### src/hw/a4tx_pkg.sv
// constants and types for the serial word transmitter with dual receivers
package a4tx_pkg;
    localparam int ADDR_W = 8;
    localparam int DATA_W = 32;

    // register byte offsets
    localparam logic [7:0] OFF_CTRL = 8'h00;
    localparam logic [7:0] OFF_TX_LO = 8'h04;
    localparam logic [7:0] OFF_TX_HI = 8'h08;
    localparam logic [7:0] OFF_STATUS = 8'h0C;
    localparam logic [7:0] OFF_RX1_LO = 8'h10;
    localparam logic [7:0] OFF_RX1_HI = 8'h14;
    localparam logic [7:0] OFF_RX2_LO = 8'h18;
    localparam logic [7:0] OFF_RX2_HI = 8'h1C;
    localparam logic [7:0] OFF_REPEAT = 8'h20;

    // control register fields
    localparam int CTRL_W = 5;
    localparam int CTRL_PAR_INS = 0;
    localparam int CTRL_LOOP_N = 1;
    localparam int CTRL_PAR_SENSE = 2;
    localparam int CTRL_TX_CLK = 3;
    localparam int CTRL_RX_CLK = 4;
    localparam logic [CTRL_W-1:0] CTRL_RESET = 5'h02;

    // status register fields
    localparam int ST_TX_EMPTY = 0;
    localparam int ST_RX1_AVAIL = 1;
    localparam int ST_RX2_AVAIL = 2;
    localparam int ST_TX_BUSY = 3;
    localparam int ST_COUNT_LSB = 4;

    // repeat register fields
    localparam int REP_RX_SEL = 0;
    localparam int REP_HALF_SEL = 1;

    // timing in master clocks
    localparam int CNT_W = 9;
    localparam int CELL_CLKS_FAST = 10;
    localparam int CELL_CLKS_SLOW = 80;
    localparam int GAP_CELLS = 4;
    localparam int RX_IDLE_CELLS = 2;
    localparam int WORD_BITS = 32;
    localparam int FIFO_WORDS = 8;

    typedef enum logic [1:0] {TX_IDLE, TX_DATA, TX_NULL, TX_GAP} a4tx_state_e;
endpackage

### src/hw/a4tx_top.sv
// serial word transmitter with fifo, parity, loopback, repeater and two receivers
`timescale 1ns/1ps
`default_nettype none

// Functional notes
// - low half then high half forms word
// - eight-word fifo, high-half loads ignored when full
// - empty flag high once all sent
// - go starts oldest word promptly
// - cell 10 or 80 clocks, gap four cells
// - data half then null half
// - override pin or insert bit selects parity
// - parity odd when sense low, even high
// - loopback when bit low, rx2 complemented
// - outputs stay active during loopback
// - newer received word overwrites unread word
// - flag clears after both halves read
// - master clear empties fifo and flags
// - master clear keeps control register
// - full 32 bits sets word-ready flag
// - repeat low half into fifo
// - repeat high half completes fifo word
// - repeated word uses current parity settings
// - data clock divides by 10 or 80
module a4tx_top #(
    parameter int FIFO_DEPTH = a4tx_pkg::FIFO_WORDS,
    parameter logic [a4tx_pkg::CNT_W-1:0] CELL_FAST = 9'(a4tx_pkg::CELL_CLKS_FAST),
    parameter logic [a4tx_pkg::CNT_W-1:0] CELL_SLOW = 9'(a4tx_pkg::CELL_CLKS_SLOW)
) (
    input wire logic MCLK,
    input wire logic RST_B,
    input wire logic CE,
    input wire logic PSEL,
    input wire logic PENABLE,
    input wire logic PWRITE,
    input wire logic [a4tx_pkg::ADDR_W-1:0] PADDR,
    input wire logic [a4tx_pkg::DATA_W-1:0] PWDATA,
    output logic [a4tx_pkg::DATA_W-1:0] PRDATA,
    output logic PREADY,
    output logic PSLVERR,
    input wire logic TRANSMIT_GO,
    input wire logic PARITY_OVERRIDE_PIN,
    input wire logic MASTER_CLEAR,
    input wire logic RX1_LINE_TRUE,
    input wire logic RX1_LINE_COMP,
    input wire logic RX2_LINE_TRUE,
    input wire logic RX2_LINE_COMP,
    output logic SERIAL_OUT_TRUE,
    output logic SERIAL_OUT_COMP,
    output logic TX_EMPTY,
    output logic RX1_READY_B,
    output logic RX2_READY_B
);
    import a4tx_pkg::*;

    localparam int PTR_W = $clog2(FIFO_DEPTH);
    localparam logic [PTR_W:0] FULL_CNT = (PTR_W + 1)'(FIFO_DEPTH);
    localparam logic [4:0] LAST_BIT = 5'(WORD_BITS - 1);

    // bus half-word to word packing, index 0 is first bit on the line
    function automatic logic [31:0] pack_word(input logic [15:0] lo, input logic [15:0] hi);
        logic [31:0] w;
        w = 32'h0000_0000;
        for (int k = 0; k < 8; k++) begin
            w[k] = lo[7-k];
        end
        w[31] = lo[8];
        w[29] = lo[9];
        w[30] = lo[10];
        w[12:8] = lo[15:11];
        w[28:13] = hi;
        return w;
    endfunction

    function automatic logic [15:0] half_lo(input logic [31:0] w);
        logic [15:0] lo;
        lo = 16'h0000;
        for (int k = 0; k < 8; k++) begin
            lo[7-k] = w[k];
        end
        lo[8] = w[31];
        lo[9] = w[29];
        lo[10] = w[30];
        lo[15:11] = w[12:8];
        return lo;
    endfunction

    function automatic logic [CNT_W-1:0] cell_len(input logic slow);
        return slow ? CELL_SLOW : CELL_FAST;
    endfunction

    function automatic logic [31:0] rx_half(input logic [31:0] w, input logic hi);
        return hi ? {16'h0000, w[28:13]} : {16'h0000, half_lo(w)};
    endfunction

    logic [CTRL_W-1:0] ctrl_q;
    logic pready_q;
    logic pslverr_q;
    logic [31:0] prdata_q;
    logic [15:0] lo_hold_q;
    logic [31:0] fifo_mem [FIFO_DEPTH];
    logic [PTR_W-1:0] wr_ptr_q;
    logic [PTR_W-1:0] rd_ptr_q;
    logic [PTR_W:0] cnt_q;
    a4tx_state_e state_q;
    logic [CNT_W-1:0] cyc_q;
    logic [4:0] bit_q;
    logic [31:0] shift_q;
    logic out_t_q;
    logic out_c_q;
    logic tx_empty_q;
    logic [1:0] rdy_b_q;
    logic [1:0] got_lo_q;
    logic [1:0] got_hi_q;
    logic [1:0] act_q;
    logic [31:0] rx_sh_q [2];
    logic [5:0] rx_cnt_q [2];
    logic [CNT_W-1:0] rx_idle_q [2];
    logic [31:0] rx_word_q [2];

    logic access_done;
    logic wr_en;
    logic rd_en;
    logic rep_en;
    logic rep_rx;
    logic rep_half;
    logic lo_load;
    logic hi_load;
    logic [15:0] lo_data;
    logic [15:0] hi_data;
    logic [15:0] rep_val;
    logic [31:0] rep_word;
    logic [1:0] rd_lo;
    logic [1:0] rd_hi;
    logic fifo_full;
    logic push;
    logic pop;
    logic [31:0] head_word;
    logic par_bit;
    logic par_used;
    logic [CNT_W-1:0] tx_cell;
    logic [CNT_W-1:0] tx_half;
    logic [CNT_W-1:0] tx_gap;
    logic [CNT_W-1:0] rx_limit;
    logic [1:0] in_t;
    logic [1:0] in_c;
    logic loop_on;
    logic busy;

    assign access_done = PSEL & PENABLE & pready_q;
    assign wr_en = access_done & PWRITE;
    assign rd_en = access_done & ~PWRITE;
    assign rep_en = wr_en && (PADDR == OFF_REPEAT);
    assign rep_rx = PWDATA[REP_RX_SEL];
    assign rep_half = PWDATA[REP_HALF_SEL];
    assign rep_word = rx_half(rx_word_q[rep_rx], rep_half);
    assign rep_val = rep_word[15:0];

    // repeat with low half acts as low load
    assign lo_load = (wr_en && (PADDR == OFF_TX_LO)) || (rep_en && !rep_half);
    // repeat with high half completes the word
    assign hi_load = (wr_en && (PADDR == OFF_TX_HI)) || (rep_en && rep_half);
    assign lo_data = rep_en ? rep_val : PWDATA[15:0];
    assign hi_data = rep_en ? rep_val : PWDATA[15:0];

    always_comb begin
        for (int i = 0; i < 2; i++) begin
            rd_lo[i] = (rd_en && (PADDR == (i == 0 ? OFF_RX1_LO : OFF_RX2_LO)))
                || (rep_en && (rep_rx == i[0]) && !rep_half);
            rd_hi[i] = (rd_en && (PADDR == (i == 0 ? OFF_RX1_HI : OFF_RX2_HI)))
                || (rep_en && (rep_rx == i[0]) && rep_half);
        end
    end

    // register bus: no wait states, answer in first access cycle
    always_ff @(posedge MCLK or negedge RST_B) begin
        if (!RST_B) begin
            pready_q <= 1'b0;
            pslverr_q <= 1'b0;
            prdata_q <= 32'h0000_0000;
        end else if (CE) begin
            pready_q <= PSEL & ~PENABLE;
            pslverr_q <= 1'b0;
            if (PSEL & ~PENABLE) begin
                prdata_q <= 32'h0000_0000;
                unique case (PADDR)
                    OFF_CTRL: prdata_q <= {{(32 - CTRL_W){1'b0}}, ctrl_q};
                    OFF_STATUS: begin
                        prdata_q[ST_TX_EMPTY] <= tx_empty_q;
                        prdata_q[ST_RX1_AVAIL] <= ~rdy_b_q[0];
                        prdata_q[ST_RX2_AVAIL] <= ~rdy_b_q[1];
                        prdata_q[ST_TX_BUSY] <= busy;
                        prdata_q[ST_COUNT_LSB +: PTR_W + 1] <= cnt_q;
                    end
                    OFF_RX1_LO: prdata_q <= rx_half(rx_word_q[0], 1'b0);
                    OFF_RX1_HI: prdata_q <= rx_half(rx_word_q[0], 1'b1);
                    OFF_RX2_LO: prdata_q <= rx_half(rx_word_q[1], 1'b0);
                    OFF_RX2_HI: prdata_q <= rx_half(rx_word_q[1], 1'b1);
                    OFF_TX_LO, OFF_TX_HI, OFF_REPEAT: prdata_q <= 32'h0000_0000;
                    default: pslverr_q <= 1'b1;
                endcase
            end
        end
    end

    // control register untouched by master clear
    always_ff @(posedge MCLK or negedge RST_B) begin
        if (!RST_B) begin
            ctrl_q <= CTRL_RESET;
        end else if (CE && wr_en && (PADDR == OFF_CTRL)) begin
            ctrl_q <= PWDATA[CTRL_W-1:0];
        end
    end

    // low half held until high half arrives
    always_ff @(posedge MCLK or negedge RST_B) begin
        if (!RST_B) begin
            lo_hold_q <= 16'h0000;
        end else if (CE) begin
            if (MASTER_CLEAR) begin
                lo_hold_q <= 16'h0000;
            end else if (lo_load) begin
                lo_hold_q <= lo_data;
            end
        end
    end

    assign fifo_full = (cnt_q == FULL_CNT);
    assign push = hi_load && !fifo_full && !MASTER_CLEAR;
    assign head_word = fifo_mem[rd_ptr_q];

    always_ff @(posedge MCLK) begin
        if (CE && push) begin
            fifo_mem[wr_ptr_q] <= pack_word(lo_hold_q, hi_data);
        end
    end

    always_ff @(posedge MCLK or negedge RST_B) begin
        if (!RST_B) begin
            wr_ptr_q <= '0;
            rd_ptr_q <= '0;
            cnt_q <= '0;
        end else if (CE) begin
            if (MASTER_CLEAR) begin
                wr_ptr_q <= '0;
                rd_ptr_q <= '0;
                cnt_q <= '0;
            end else begin
                if (push) begin
                    wr_ptr_q <= wr_ptr_q + 1'b1;
                end
                if (pop) begin
                    rd_ptr_q <= rd_ptr_q + 1'b1;
                end
                if (push && !pop) begin
                    cnt_q <= cnt_q + 1'b1;
                end else if (pop && !push) begin
                    cnt_q <= cnt_q - 1'b1;
                end
            end
        end
    end

    // odd parity with sense low, even with sense high
    assign par_bit = ~(^head_word[30:0]) ^ ctrl_q[CTRL_PAR_SENSE];
    // pin high forces parity, else insert bit decides
    // settings sampled when the word leaves the fifo
    assign par_used = PARITY_OVERRIDE_PIN | ctrl_q[CTRL_PAR_INS];

    assign tx_cell = cell_len(ctrl_q[CTRL_TX_CLK]);
    assign tx_half = tx_cell >> 1;
    assign tx_gap = CNT_W'(tx_cell * GAP_CELLS);
    assign busy = (state_q == TX_DATA) || (state_q == TX_NULL);

    always_comb begin
        pop = 1'b0;
        if (TRANSMIT_GO && (cnt_q != '0) && !MASTER_CLEAR) begin
            pop = (state_q == TX_IDLE) || ((state_q == TX_GAP) && (cyc_q == tx_gap - 1'b1));
        end
    end

    // go high with a queued word starts at the next edge, or when a running gap ends
    always_ff @(posedge MCLK or negedge RST_B) begin
        if (!RST_B) begin
            state_q <= TX_IDLE;
            cyc_q <= '0;
            bit_q <= '0;
            shift_q <= 32'h0000_0000;
            out_t_q <= 1'b0;
            out_c_q <= 1'b0;
        end else if (CE) begin
            cyc_q <= cyc_q + 1'b1;
            if (MASTER_CLEAR || (!TRANSMIT_GO && busy)) begin
                // go dropped early loses the word in flight
                state_q <= TX_IDLE;
                out_t_q <= 1'b0;
                out_c_q <= 1'b0;
            end else if (pop) begin
                state_q <= TX_DATA;
                cyc_q <= '0;
                bit_q <= '0;
                shift_q <= {par_used ? par_bit : head_word[31], head_word[30:0]};
                // true for one, complement for zero
                out_t_q <= head_word[0];
                out_c_q <= ~head_word[0];
            end else begin
                unique case (state_q)
                    TX_IDLE: cyc_q <= '0;
                    TX_DATA: begin
                        if (cyc_q == tx_half - 1'b1) begin
                            state_q <= TX_NULL;
                            cyc_q <= '0;
                            out_t_q <= 1'b0;
                            out_c_q <= 1'b0;
                        end
                    end
                    TX_NULL: begin
                        if (cyc_q == tx_half - 1'b1) begin
                            cyc_q <= '0;
                            if (bit_q == LAST_BIT) begin
                                state_q <= TX_GAP;
                            end else begin
                                state_q <= TX_DATA;
                                bit_q <= bit_q + 1'b1;
                                shift_q <= {1'b0, shift_q[31:1]};
                                out_t_q <= shift_q[1];
                                out_c_q <= ~shift_q[1];
                            end
                        end
                    end
                    TX_GAP: begin
                        if (cyc_q == tx_gap - 1'b1) begin
                            state_q <= TX_IDLE;
                            cyc_q <= '0;
                        end
                    end
                endcase
            end
        end
    end

    // empty once fifo drained and no word on the line
    always_ff @(posedge MCLK or negedge RST_B) begin
        if (!RST_B) begin
            tx_empty_q <= 1'b1;
        end else if (CE) begin
            tx_empty_q <= MASTER_CLEAR || ((cnt_q == '0) && !push && !pop && !busy);
        end
    end

    // loopback feeds rx1 true stream, rx2 complement
    // line outputs keep running while looped back
    assign loop_on = ~ctrl_q[CTRL_LOOP_N];
    assign in_t[0] = loop_on ? out_t_q : RX1_LINE_TRUE;
    assign in_c[0] = loop_on ? out_c_q : RX1_LINE_COMP;
    assign in_t[1] = loop_on ? out_c_q : RX2_LINE_TRUE;
    assign in_c[1] = loop_on ? out_t_q : RX2_LINE_COMP;
    assign rx_limit = CNT_W'(cell_len(ctrl_q[CTRL_RX_CLK]) * RX_IDLE_CELLS);

    // receivers: a bit on each null-to-data step, long null resets the word
    always_ff @(posedge MCLK or negedge RST_B) begin
        if (!RST_B) begin
            act_q <= 2'b00;
            rdy_b_q <= 2'b11;
            got_lo_q <= 2'b00;
            got_hi_q <= 2'b00;
            for (int i = 0; i < 2; i++) begin
                rx_sh_q[i] <= 32'h0000_0000;
                rx_cnt_q[i] <= '0;
                rx_idle_q[i] <= '0;
                rx_word_q[i] <= 32'h0000_0000;
            end
        end else if (CE) begin
            for (int i = 0; i < 2; i++) begin
                if (MASTER_CLEAR) begin
                    act_q[i] <= 1'b0;
                    rdy_b_q[i] <= 1'b1;
                    got_lo_q[i] <= 1'b0;
                    got_hi_q[i] <= 1'b0;
                    rx_cnt_q[i] <= '0;
                    rx_idle_q[i] <= '0;
                    rx_word_q[i] <= 32'h0000_0000;
                end else begin
                    act_q[i] <= in_t[i] | in_c[i];
                    // both halves read clears the flag
                    if (rd_lo[i]) begin
                        got_lo_q[i] <= 1'b1;
                    end
                    if (rd_hi[i]) begin
                        got_hi_q[i] <= 1'b1;
                    end
                    if ((got_lo_q[i] | rd_lo[i]) && (got_hi_q[i] | rd_hi[i])) begin
                        rdy_b_q[i] <= 1'b1;
                        got_lo_q[i] <= 1'b0;
                        got_hi_q[i] <= 1'b0;
                    end
                    if (in_t[i] | in_c[i]) begin
                        rx_idle_q[i] <= '0;
                    end else if (rx_idle_q[i] != rx_limit) begin
                        rx_idle_q[i] <= rx_idle_q[i] + 1'b1;
                    end else begin
                        rx_cnt_q[i] <= '0;
                    end
                    if ((in_t[i] | in_c[i]) && !act_q[i]) begin
                        rx_sh_q[i] <= {in_t[i], rx_sh_q[i][31:1]};
                        if (rx_cnt_q[i] == 6'(WORD_BITS - 1)) begin
                            rx_cnt_q[i] <= '0;
                            // new word overwrites, set wins over clear
                            rx_word_q[i] <= {~(^{in_t[i], rx_sh_q[i][31:1]}), rx_sh_q[i][31:1]};
                            rdy_b_q[i] <= 1'b0;
                            got_lo_q[i] <= 1'b0;
                            got_hi_q[i] <= 1'b0;
                        end else begin
                            rx_cnt_q[i] <= rx_cnt_q[i] + 1'b1;
                        end
                    end
                end
            end
        end
    end

    assign PRDATA = prdata_q;
    assign PREADY = pready_q;
    assign PSLVERR = pslverr_q;
    assign SERIAL_OUT_TRUE = out_t_q;
    assign SERIAL_OUT_COMP = out_c_q;
    assign TX_EMPTY = tx_empty_q;
    assign RX1_READY_B = rdy_b_q[0];
    assign RX2_READY_B = rdy_b_q[1];
endmodule

`default_nettype wire

### config.mk
export PLATFORM = sky130hd
export DESIGN_NAME = a4tx_top
export DESIGN_NICKNAME = d
export VERILOG_FILES = /design/src/hw/a4tx_pkg.sv /design/src/hw/a4tx_top.sv
export SDC_FILE = /design/constraint.sdc
export NUM_CORES = 1
export LEC_CHECK = 0
export BUFFER_PORTS_ARGS = -buffer_cell sky130_fd_sc_hd__buf_2
export CORE_AREA = 4 4 194 196
export CTS_CLUSTER_DIAMETER = 120
export DETAILED_ROUTE_END_ITERATION = 12
export DIE_AREA = 0 0 198 200
export GPL_TIMING_DRIVEN = 0
export HOLD_SLACK_MARGIN = 0.15
export PLACE_DENSITY = 0.91
export SLEW_MARGIN = 10
export SYNTH_ARGS = -nofsm -noshare
export SYNTH_HDL_FRONTEND = slang
export SYNTH_SLANG_ARGS = --single-unit
### constraint.sdc
create_clock -name MCLK -period 8.3 [get_ports MCLK]
set_input_delay 0.83 -clock MCLK [delete_from_list [all_inputs] [get_ports MCLK]]
set_output_delay 0.83 -clock MCLK [all_outputs]
set_load 0.05 [all_outputs]
==> summary by stage, run 1 <==
STA
The transition time at the pin with the least slew margin is 1.21 ns. The number of pins with negative max-slew slack in the final report is 0. The count of endpoints failing setup in the final report is 0. Across all setup checks in the final design, the least slack found is 3.17 ns. The hold violation total from the final report is 0. The peak clock frequency supported by timing is 0.195 GHz. The clock arrives with 0.0343 ns of skew. Headroom to the max-slew limit came out at 18.4%. The share of the clock period used by the worst path is 61.8%. The clock period minus final worst setup slack is 5.13 ns. The setup total negative slack is 0 ns. Setup repair after global routing left no endpoint under its margin.

Die
The die covers 39,600 um^2. The width of the chip is 198 um. The total area inside the core boundary comes to 36,100 um^2. The initial core utilization is 63.8%. The overall die height is 200 um. The number of placement rows is 70. The number of top-level pins is 92.

Worst setup path
The type of origin of the critical path is a primary input. For flop-to-flop paths, the worst setup slack is 3.39 ns. The highest net fanout along the worst path is 10. The slowest stage cell on the critical path is clkbuf_1. The required time reported for the critical path endpoint is 8.75 ns. The critical path's most frequent cell is clkbuf_1. The reg-to-reg endpoint is cnt_q[3]$_DFFE_PN0P_.

The worst setup path is captured at a flip-flop. In this design, the stage delay of the slowest critical-path cell is 0.62 ns. The cell count of the worst reg-to-reg path is 14. The startpoint of the worst-slack reg-to-reg timing path is cnt_q[1]$_DFFE_PN0P_. The critical path is of the primary input to flip-flop type. The arrival time reported for the critical path endpoint is 5.58 ns. In this run the worst setup path begins at MASTER_CLEAR.

Traced cell by cell, the critical path runs through buf_2, clkbuf_1, inv_1, clkbuf_1, o2111ai_1, clkbuf_1, clkbuf_1, clkbuf_1, nand3_1, ha_1, a21o_1, a21oi_1, nand2b_1, o22ai_1, mux2i_1, o2bb2ai_1. In this run the worst setup path terminates at cnt_q[3]$_DFFE_PN0P_.

Synth
The flip-flop cell with the highest count after synthesis is dfrtp_1. The share of cell area taken by muxes after synthesis is 12.5%. Of the total synthesized cell area, the portion taken by AND, OR, NAND and NOR gates is 6.32%. The largest family of logic cells by synthesized area is multiplexers. The count of warnings emitted by yosys is 0. Summing every instance area after synthesis gives 23,000 um^2. The share of synthesized flip-flops with an asynchronous set or reset is 50.7%. Each instance of the synthesized netlist takes up on average 13.7 um^2. The instance count of the mapped netlist is 1,676. In the post-synthesis netlist, the biggest area contributors are edfxtp_1, dfrtp_1, mux4_2. The number of flops mapped to enable cells by yosys is 256. In this run the biggest area consumer among cell types represents 33.4% of the synthesized area. Of the total synthesized cell area, the portion taken by full adders, half adders and majority gates is 1.12%. By count the netlist is led by dfrtp_1, edfxtp_1, o21ai_0. The xor-xnor portion of the synthesized cell area is 4.39%. The unique cell type count in the Yosys netlist is 57. After synthesis the netlist holds a flip-flop and latch count of 519.

The post-synthesis cell type with the largest combined area is edfxtp_1. Summing the sequential cell areas from Yosys gives 62.0% of the chip area. Summing the areas of all compound-gate instances in the mapped netlist gives 10.8% of the synthesized area. The most common cell in the synthesized netlist is dfrtp_1.

Final layout
The number of non-filler instances in the completed layout is 2,339. The area added between synthesis and finish is 12.9%. The diode insertion count for antenna repair is 0. The share of post-route cells with drive strength above 1 is 18.4%. The final cell area excluding filler cells is 26,000 um^2. After filler insertion, the fill cell instance count of the layout stands at 2,188. The total number of nets in the final design is 1,901.

Routing
The initial DRC count is 2,016. The total DRC errors in the routed layout is 0. After detailed routing, the number of vias per cell comes to 6.80.

The detailed-route via count is 15,912. The wire length per cell after detailed routing is 26.8 um. The number of iterations in the first detailed-routing pass is 6. The count of antenna-violating nets left after detailed routing is 0. After detailed routing, the total wire length is 62,600 um.

Job
The max-capacitance violation count is 0.

Placement
The total of buffers placed on input and output ports is 56. The number of placed instances, taps included, is 2,242. Once placement finished, the instance area stood at 24,300 um^2.

At the end of routability-driven placement, the weighted congestion stood at 0.941. The detailed placer's ending HPWL is 41,500 um. The worst-case setup slack after placement is 2.98 ns.

Clock tree
Clock latency on the worst-skew pair, taken at its later pin, is 0.61 ns. The total setup buffers inserted after CTS is 0. The clock transition time at the flip-flop clock pins of the worst setup and hold paths is 0.07 ns. The number of levels the H-tree was split into is 2. TritonCTS built the clock tree. The tree is rooted in a clkbuf_16. The maximum buffer depth of the clock tree is 3. The count of clock tree sinks is 519. The number of clock buffers added by TritonCTS is 51.

Global route
The pin count of the biggest net entering global routing is 112. The global-route congestion overflow total is 0. The combined global-route utilization of all metal layers is 32.0%. The number of antenna violations at the first check in global routing is 0. The number of global-route vias before repair came to 16,233. The wire length of the first global-routing pass is 96,100 um.

Hold path
The tightest min-delay check is of the flip-flop to flip-flop type.

Power and ir drop
The analysis attributes to cell leakage a power of 10.3 nW. For this design the ratio of total power to cell area is 233 nW/um^2. The worst supply voltage drop on vdd is 0.197 mV.

Outcome
The flow ran to the end, and the final reports show no timing, DRC or antenna violations.
==> layout by cell type, fill, tap and decap left out, types with 9 or more instances in the layout <==
cell type  count
dfrtp_1      259
edfxtp_1     256
o21ai_0      114
nand2_1      111
mux2_2        89
clkbuf_1      82
nor2_1        82
xnor2_1       82
a22o_1        74
mux2i_1       72
buf_2         64
a21oi_1       56
clkbuf_16     52
mux4_2        47
a22oi_1       34
buf_4         30
inv_1         23
xor2_1        23
nand3_1       21
a32o_1        19
ha_1          19
nor3_1        17
buf_6         16
conb_1        16
and3_1        15
buf_1         13
a222oi_1      12
nand4_1       11
a21o_1        11
clkinv_1      10
and2_1         9
==> registers in the layout, summed over array words and instances, names as in the netlist, 3 cells and up <==
signal / flops
rx_sh_q: 62
ctrl_q: 5
cyc_q: 9
cnt_q: 4
rx_word_q: 64
bit_q: 5
PRDATA: 16
lo_hold_q: 16
rx_cnt_q: 12
wr_ptr_q: 3
rx_idle_q: 18
shift_q: 31
rd_ptr_q: 3
fifo_mem: 256
==> power breakdown <==
| part | internal (mW) | leakage [nW] | total (mW) | switching, mW |
|---|---|---|---|---|
| Clock | 1.29 | 0.798 | 2.31 | 1.01 |
| Sequential | 2.76 | 5.97 | 2.85 | 0.0879 |
| Combinational | 0.371 | 3.51 | 0.895 | 0.524 |
| Total | 4.42 | 10.3 | 6.05 | 1.62 |
==> layout make-up <==
type                       count  area [um^2]  share of cell area [%]
clock inverter                26          224                   0.862
tap                          468          586                    2.25
inverter                      23         86.3                   0.332
multi-input combinational   1034         8210                    31.6
timing repair buffer          84          636                    2.45
clock buffer                  70         1420                    5.46
sequential                   519        14300                    54.9
buffer                       115          548                    2.11
==> worst min path at each step <==
stage,end,slack [ns],cells after the start,start
after global placement,shift_q[27]$_DFFE_PN0P_,0.46,2,shift_q[27]$_DFFE_PN0P_
final,PRDATA[9]$_DFFE_PN0P_,0.48,2,PRDATA[9]$_DFFE_PN0P_
after global routing,shift_q[14]$_DFFE_PN0P_,0.51,2,shift_q[14]$_DFFE_PN0P_
after detailed placement,PRDATA[11]$_DFFE_PN0P_,0.47,2,PRDATA[11]$_DFFE_PN0P_
after floorplan,shift_q[17]$_DFFE_PN0P_,0.45,2,shift_q[17]$_DFFE_PN0P_
after CTS,PRDATA[9]$_DFFE_PN0P_,0.48,2,PRDATA[9]$_DFFE_PN0P_
==> critical path: cells and delay by family <==
kind	cells	cell delay, ns
and+or+nand+nor	2	0.35
adders and majority gates	1	0.37
AOI/OAI and AO/OA	5	1.04
buffers and inverters	7	2.69
muxes	1	0.26
==> per-layer routing <==
layer | routed length (um) | track usage [%]
met5 | 0 | 0
met4 | 4250 | 17.7
met3 | 6600 | 7.10
met2 | 30100 | 52.5
met1 | 21700 | 40.2
==> repair_timing <==
action / 4_1_cts / 5_1_grt
hold endpoints to repair: 47 / 0
gates resized for setup: 0 / 0
hold buffers: 1 / 0
==> stage by stage <==
step | total power [mW] | hold WS (ns) | utilization [%]
2_1_floorplan | 3.49 | 0.450 | -
3_3_place_gp | 3.70 | 0.460 | 66.3
3_5_place_dp | 3.75 | 0.467 | 67.4
4_1_cts | 6.03 | 0.483 | 72.0
5_1_grt | 6.23 | 0.505 | 72.0
6_report | 6.05 | 0.477 | 72.0
==> cell families (layout without fill, tap and decap cells) <==
group,count (synthesis),count (layout)
DFF,519,519
muxes,212,212
AOI/OAI and AO/OA,364,364
xor gates and xnor gates,109,109
and+or+nand+nor,313,313
other,1,16
buffers and inverters,138,318
adders and majority gates,20,20
No activity file was read; power rests on OpenSTA's default activity.
==> inputs of run 2 (changes only) <==
CORE_AREA = 4 4 208 210   (was 4 4 194 196)
DIE_AREA = 0 0 212 214   (was 0 0 198 200)
PLACE_DENSITY = 0.85   (was 0.91)
clock period = 4.34 ns   (was 8.3 ns; I/O delays follow)
==> run 2 against run 1 <==
Total power rose by 94%; via count is 3.7% lower; worst setup slack got worse by 3.1 ns; die area grew 15%; non-clock buffer count shrank 3; core utilization decreased by 9.1 points; routed wire length fell by 5.3%; sequential power up 91%; worst hold slack got worse by 0.29 ns.
==> summary by stage, run 2 (same netlist as run 1, synthesis figures left out) <==
Power and ir drop
In this run the power density over the cells is 448 nW/um^2. In this run switching power makes up 26.3% of total power. IR analysis of the VDD net gives a maximum drop of 0.317 mV. The internal power of the cells totals 8.64 mW. Of the total power, combinational logic draws 15.4%. Power comes to 11.7 mW. Per report_power, the clock group accounts for 38.2% of the total. The share of total power in sequential cells is 46.4%. The static leakage power is 10.4 nW. The switching power is 3.08 mW.

Global route
The number of global-route vias before repair is 15,116. The pin count of the biggest net entering global routing is 120. Across every metal layer, demand over resource in global routing totals 26.0%. The global-route congestion overflow total is 0.

The number of antenna violations at the first check in global routing is 4. The wire length of the first global-routing pass is 90,600 um.

Final layout
The largest registers in the layout are fifo_mem (256), rx_word_q (64), rx_sh_q (62). The post-route netlist has 18.3% of its cells at a drive strength greater than 1. The register with the most flip-flops is fifo_mem. The count of cells in the finished layout, fillers not included, comes to 2,407. The net count of the finished layout is 1,898. Cells fill 62.9% of the core in the end. Counting the fill cells in the layout gives 2,945.

The register with the most flip-flops in the layout has 256 of them. The area added between synthesis and finish is 13.7%. The final cell area excluding filler cells is 26,200 um^2. The most common cell after layout, fill and taps aside is dfrtp_1. The library cells used most frequently in the layout, excluding fill and tap cells, are dfrtp_1, edfxtp_1, o21ai_0.

Routing
The pre-antenna-repair detailed-routing pass consisted of 8 iterations. The detailed-route via count is 15,322. For this block, the routed nets add up to 59,300 um of wire.

The count of antenna-violating nets left after detailed routing is 0. The total DRC errors in the routed layout is 0. In the final routed layout, each cell accounts on average for 24.6 um. In the routed layout, each cell is associated on average with a via count of 6.37. The initial DRC count is 2,102.

Die
The number of placement rows is 75. The width of the chip is 212 um. The initial core utilization is 55.4%. The core region is 41,600 um^2. The overall die height is 214 um. The number of top-level pins is 92. The die covers 45,400 um^2.

Clock tree
The clock tree synthesis step divided the H-tree into 2 levels. In this run the clock root is driven by a clkbuf_16. The clock latency at the later pin of the worst-skew pair is 0.61 ns.

Clock-pin slew was measured on the worst setup and hold paths at 0.06 ns. The total setup buffers inserted after CTS is 0. The number of buffers inserted during clock tree synthesis is 51.

Counting every sink on the clock net gives 519. In this run the deepest clock path goes through 3 buffers. TritonCTS built the clock tree.

STA
After layout, the worst path uses 98.6% of the clock period. The worst-case clock skew is 0.0323 ns. Setup repair after global routing could not meet its margin everywhere. The worst-case headroom to the max-slew limit is 30.7%. The setup total negative slack is 0 ns. The clock period minus final worst setup slack is 4.28 ns. The peak clock frequency supported by timing is 0.234 GHz. The hold violation total from the final report was 0. The count of endpoints failing setup in the final report is 0. The number of pins with negative max-slew slack in the final report is 0. For the pin with the worst max-slew slack, the measured transition is 1.03 ns.

Worst setup path
The reg-to-reg endpoint is cnt_q[3]$_DFFE_PN0P_. The required time reported for the critical path endpoint is 4.80 ns. For flop-to-flop paths, the worst setup slack is 0.06 ns. The cell count of the worst reg-to-reg path is 14. The most critical setup path has its startpoint at ctrl_q[3]$_DFFE_PN0P_. The worst register-to-register path begins at ctrl_q[3]$_DFFE_PN0P_. The highest net fanout along the worst path is 10.

The critical path is of the flip-flop to flip-flop type. The arrival time reported for the critical path endpoint is 4.74 ns. The type of destination of the critical path is a flip-flop. The worst setup path is launched from a flip-flop.

Outcome
The flow ran to the end, and the final reports show no timing, DRC or antenna violations.

Placement
The total of buffers placed on input and output ports is 56. Summed over all nets, the half-perimeter wirelength after detailed placement is 40,700 um. The cell area after placement is 24,400 um^2.

The final weighted congestion in routability-driven placement is 0.968. The number of cells after detailed placement is 2,308.

Hold path
The min-delay analysis places its worst path in the category primary input to flip-flop. The launch instance of the worst min-delay path is PWDATA[4]. The path with the worst hold slack has its endpoint at ctrl_q[4]$_DFFE_PN0P_.

The worst hold path passes through 2 cells.

Job
The max-capacitance violation count is 0.
-- run 2: power by group through the flow --
stage / logic [mW] / clock network (mW) / registers [mW]
after floorplan: 1.25 / 0 / 5.51
after global placement: 1.71 / 0 / 5.51
after detailed placement: 1.77 / 0 / 5.52
after CTS: 1.80 / 4.51 / 5.43
after global routing: 1.93 / 4.73 / 5.45
final: 1.81 / 4.48 / 5.44
-- run 2: through the flow --
step	setup WS [ns]	hold slack [ns]
2_1_floorplan	-0.774	0.138
6_report	0.0605	0.190
5_1_grt	-0.0499	0.184
3_3_place_gp	-3.85	0.463
3_5_place_dp	-0.238	0.408
4_1_cts	0.0371	0.159
-- run 2: cell type report --
| cell class | count | area [um^2] | share of cell area [%] |
|---|---|---|---|
| clock inverter | 25 | 289 | 1.10 |
| antenna | 2 | 5.00 | 0.0191 |
| tap | 539 | 674 | 2.58 |
| timing repair buffer | 81 | 656 | 2.51 |
| clock buffer | 69 | 1380 | 5.29 |
| buffer | 115 | 551 | 2.10 |
| sequential | 519 | 14300 | 54.6 |
| multi-input combinational | 1034 | 8250 | 31.5 |
| inverter | 23 | 86.3 | 0.330 |
-- run 2: worst max-delay path by stage --
stage	end	slack, ns	depth (start not counted)
floorplan	fifo_mem[3][0]$_DFFE_PP_	-0.77	8
global placement	fifo_mem[5][5]$_DFFE_PP_	-3.85	6
detailed placement	cnt_q[3]$_DFFE_PN0P_	-0.24	16
CTS	cnt_q[3]$_DFFE_PN0P_	0.04	14
global route	cnt_q[3]$_DFFE_PN0P_	-0.05	14
finish	cnt_q[3]$_DFFE_PN0P_	0.06	14
-- run 2: per-layer routing --
metal  vias up  GRT usage [%]  wire length, um
met5         -              0               13
met4         2           11.5             2810
met3       182           5.83             5510
met2       908           41.4            28500
met1      7640           34.6            22500
li1       6590              -                -
-- run 2: what timing repair did --
| item | CTS | global route |
|---|---|---|
| hold buffers | 3 | 0 |
| gates resized for setup | 1 | 6 |
| hold endpoints to repair | 59 | 0 |
| endpoints found under the setup margin | 1 | 15 |
-- run 2: worst max-delay path, cell delays in order, from the launching register on --
cell,delay [ns]
dfrtp_1,0.50
or4_1,0.60
a2111oi_1,0.52
o2111ai_1,0.21
clkbuf_1,0.31
clkbuf_2,0.30
clkbuf_2,0.30
nand3_1,0.20
ha_1,0.26
a21o_1,0.19
a21oi_1,0.20
nand2b_1,0.08
o22ai_1,0.18
mux2i_1,0.21
o2bb2ai_1,0.09
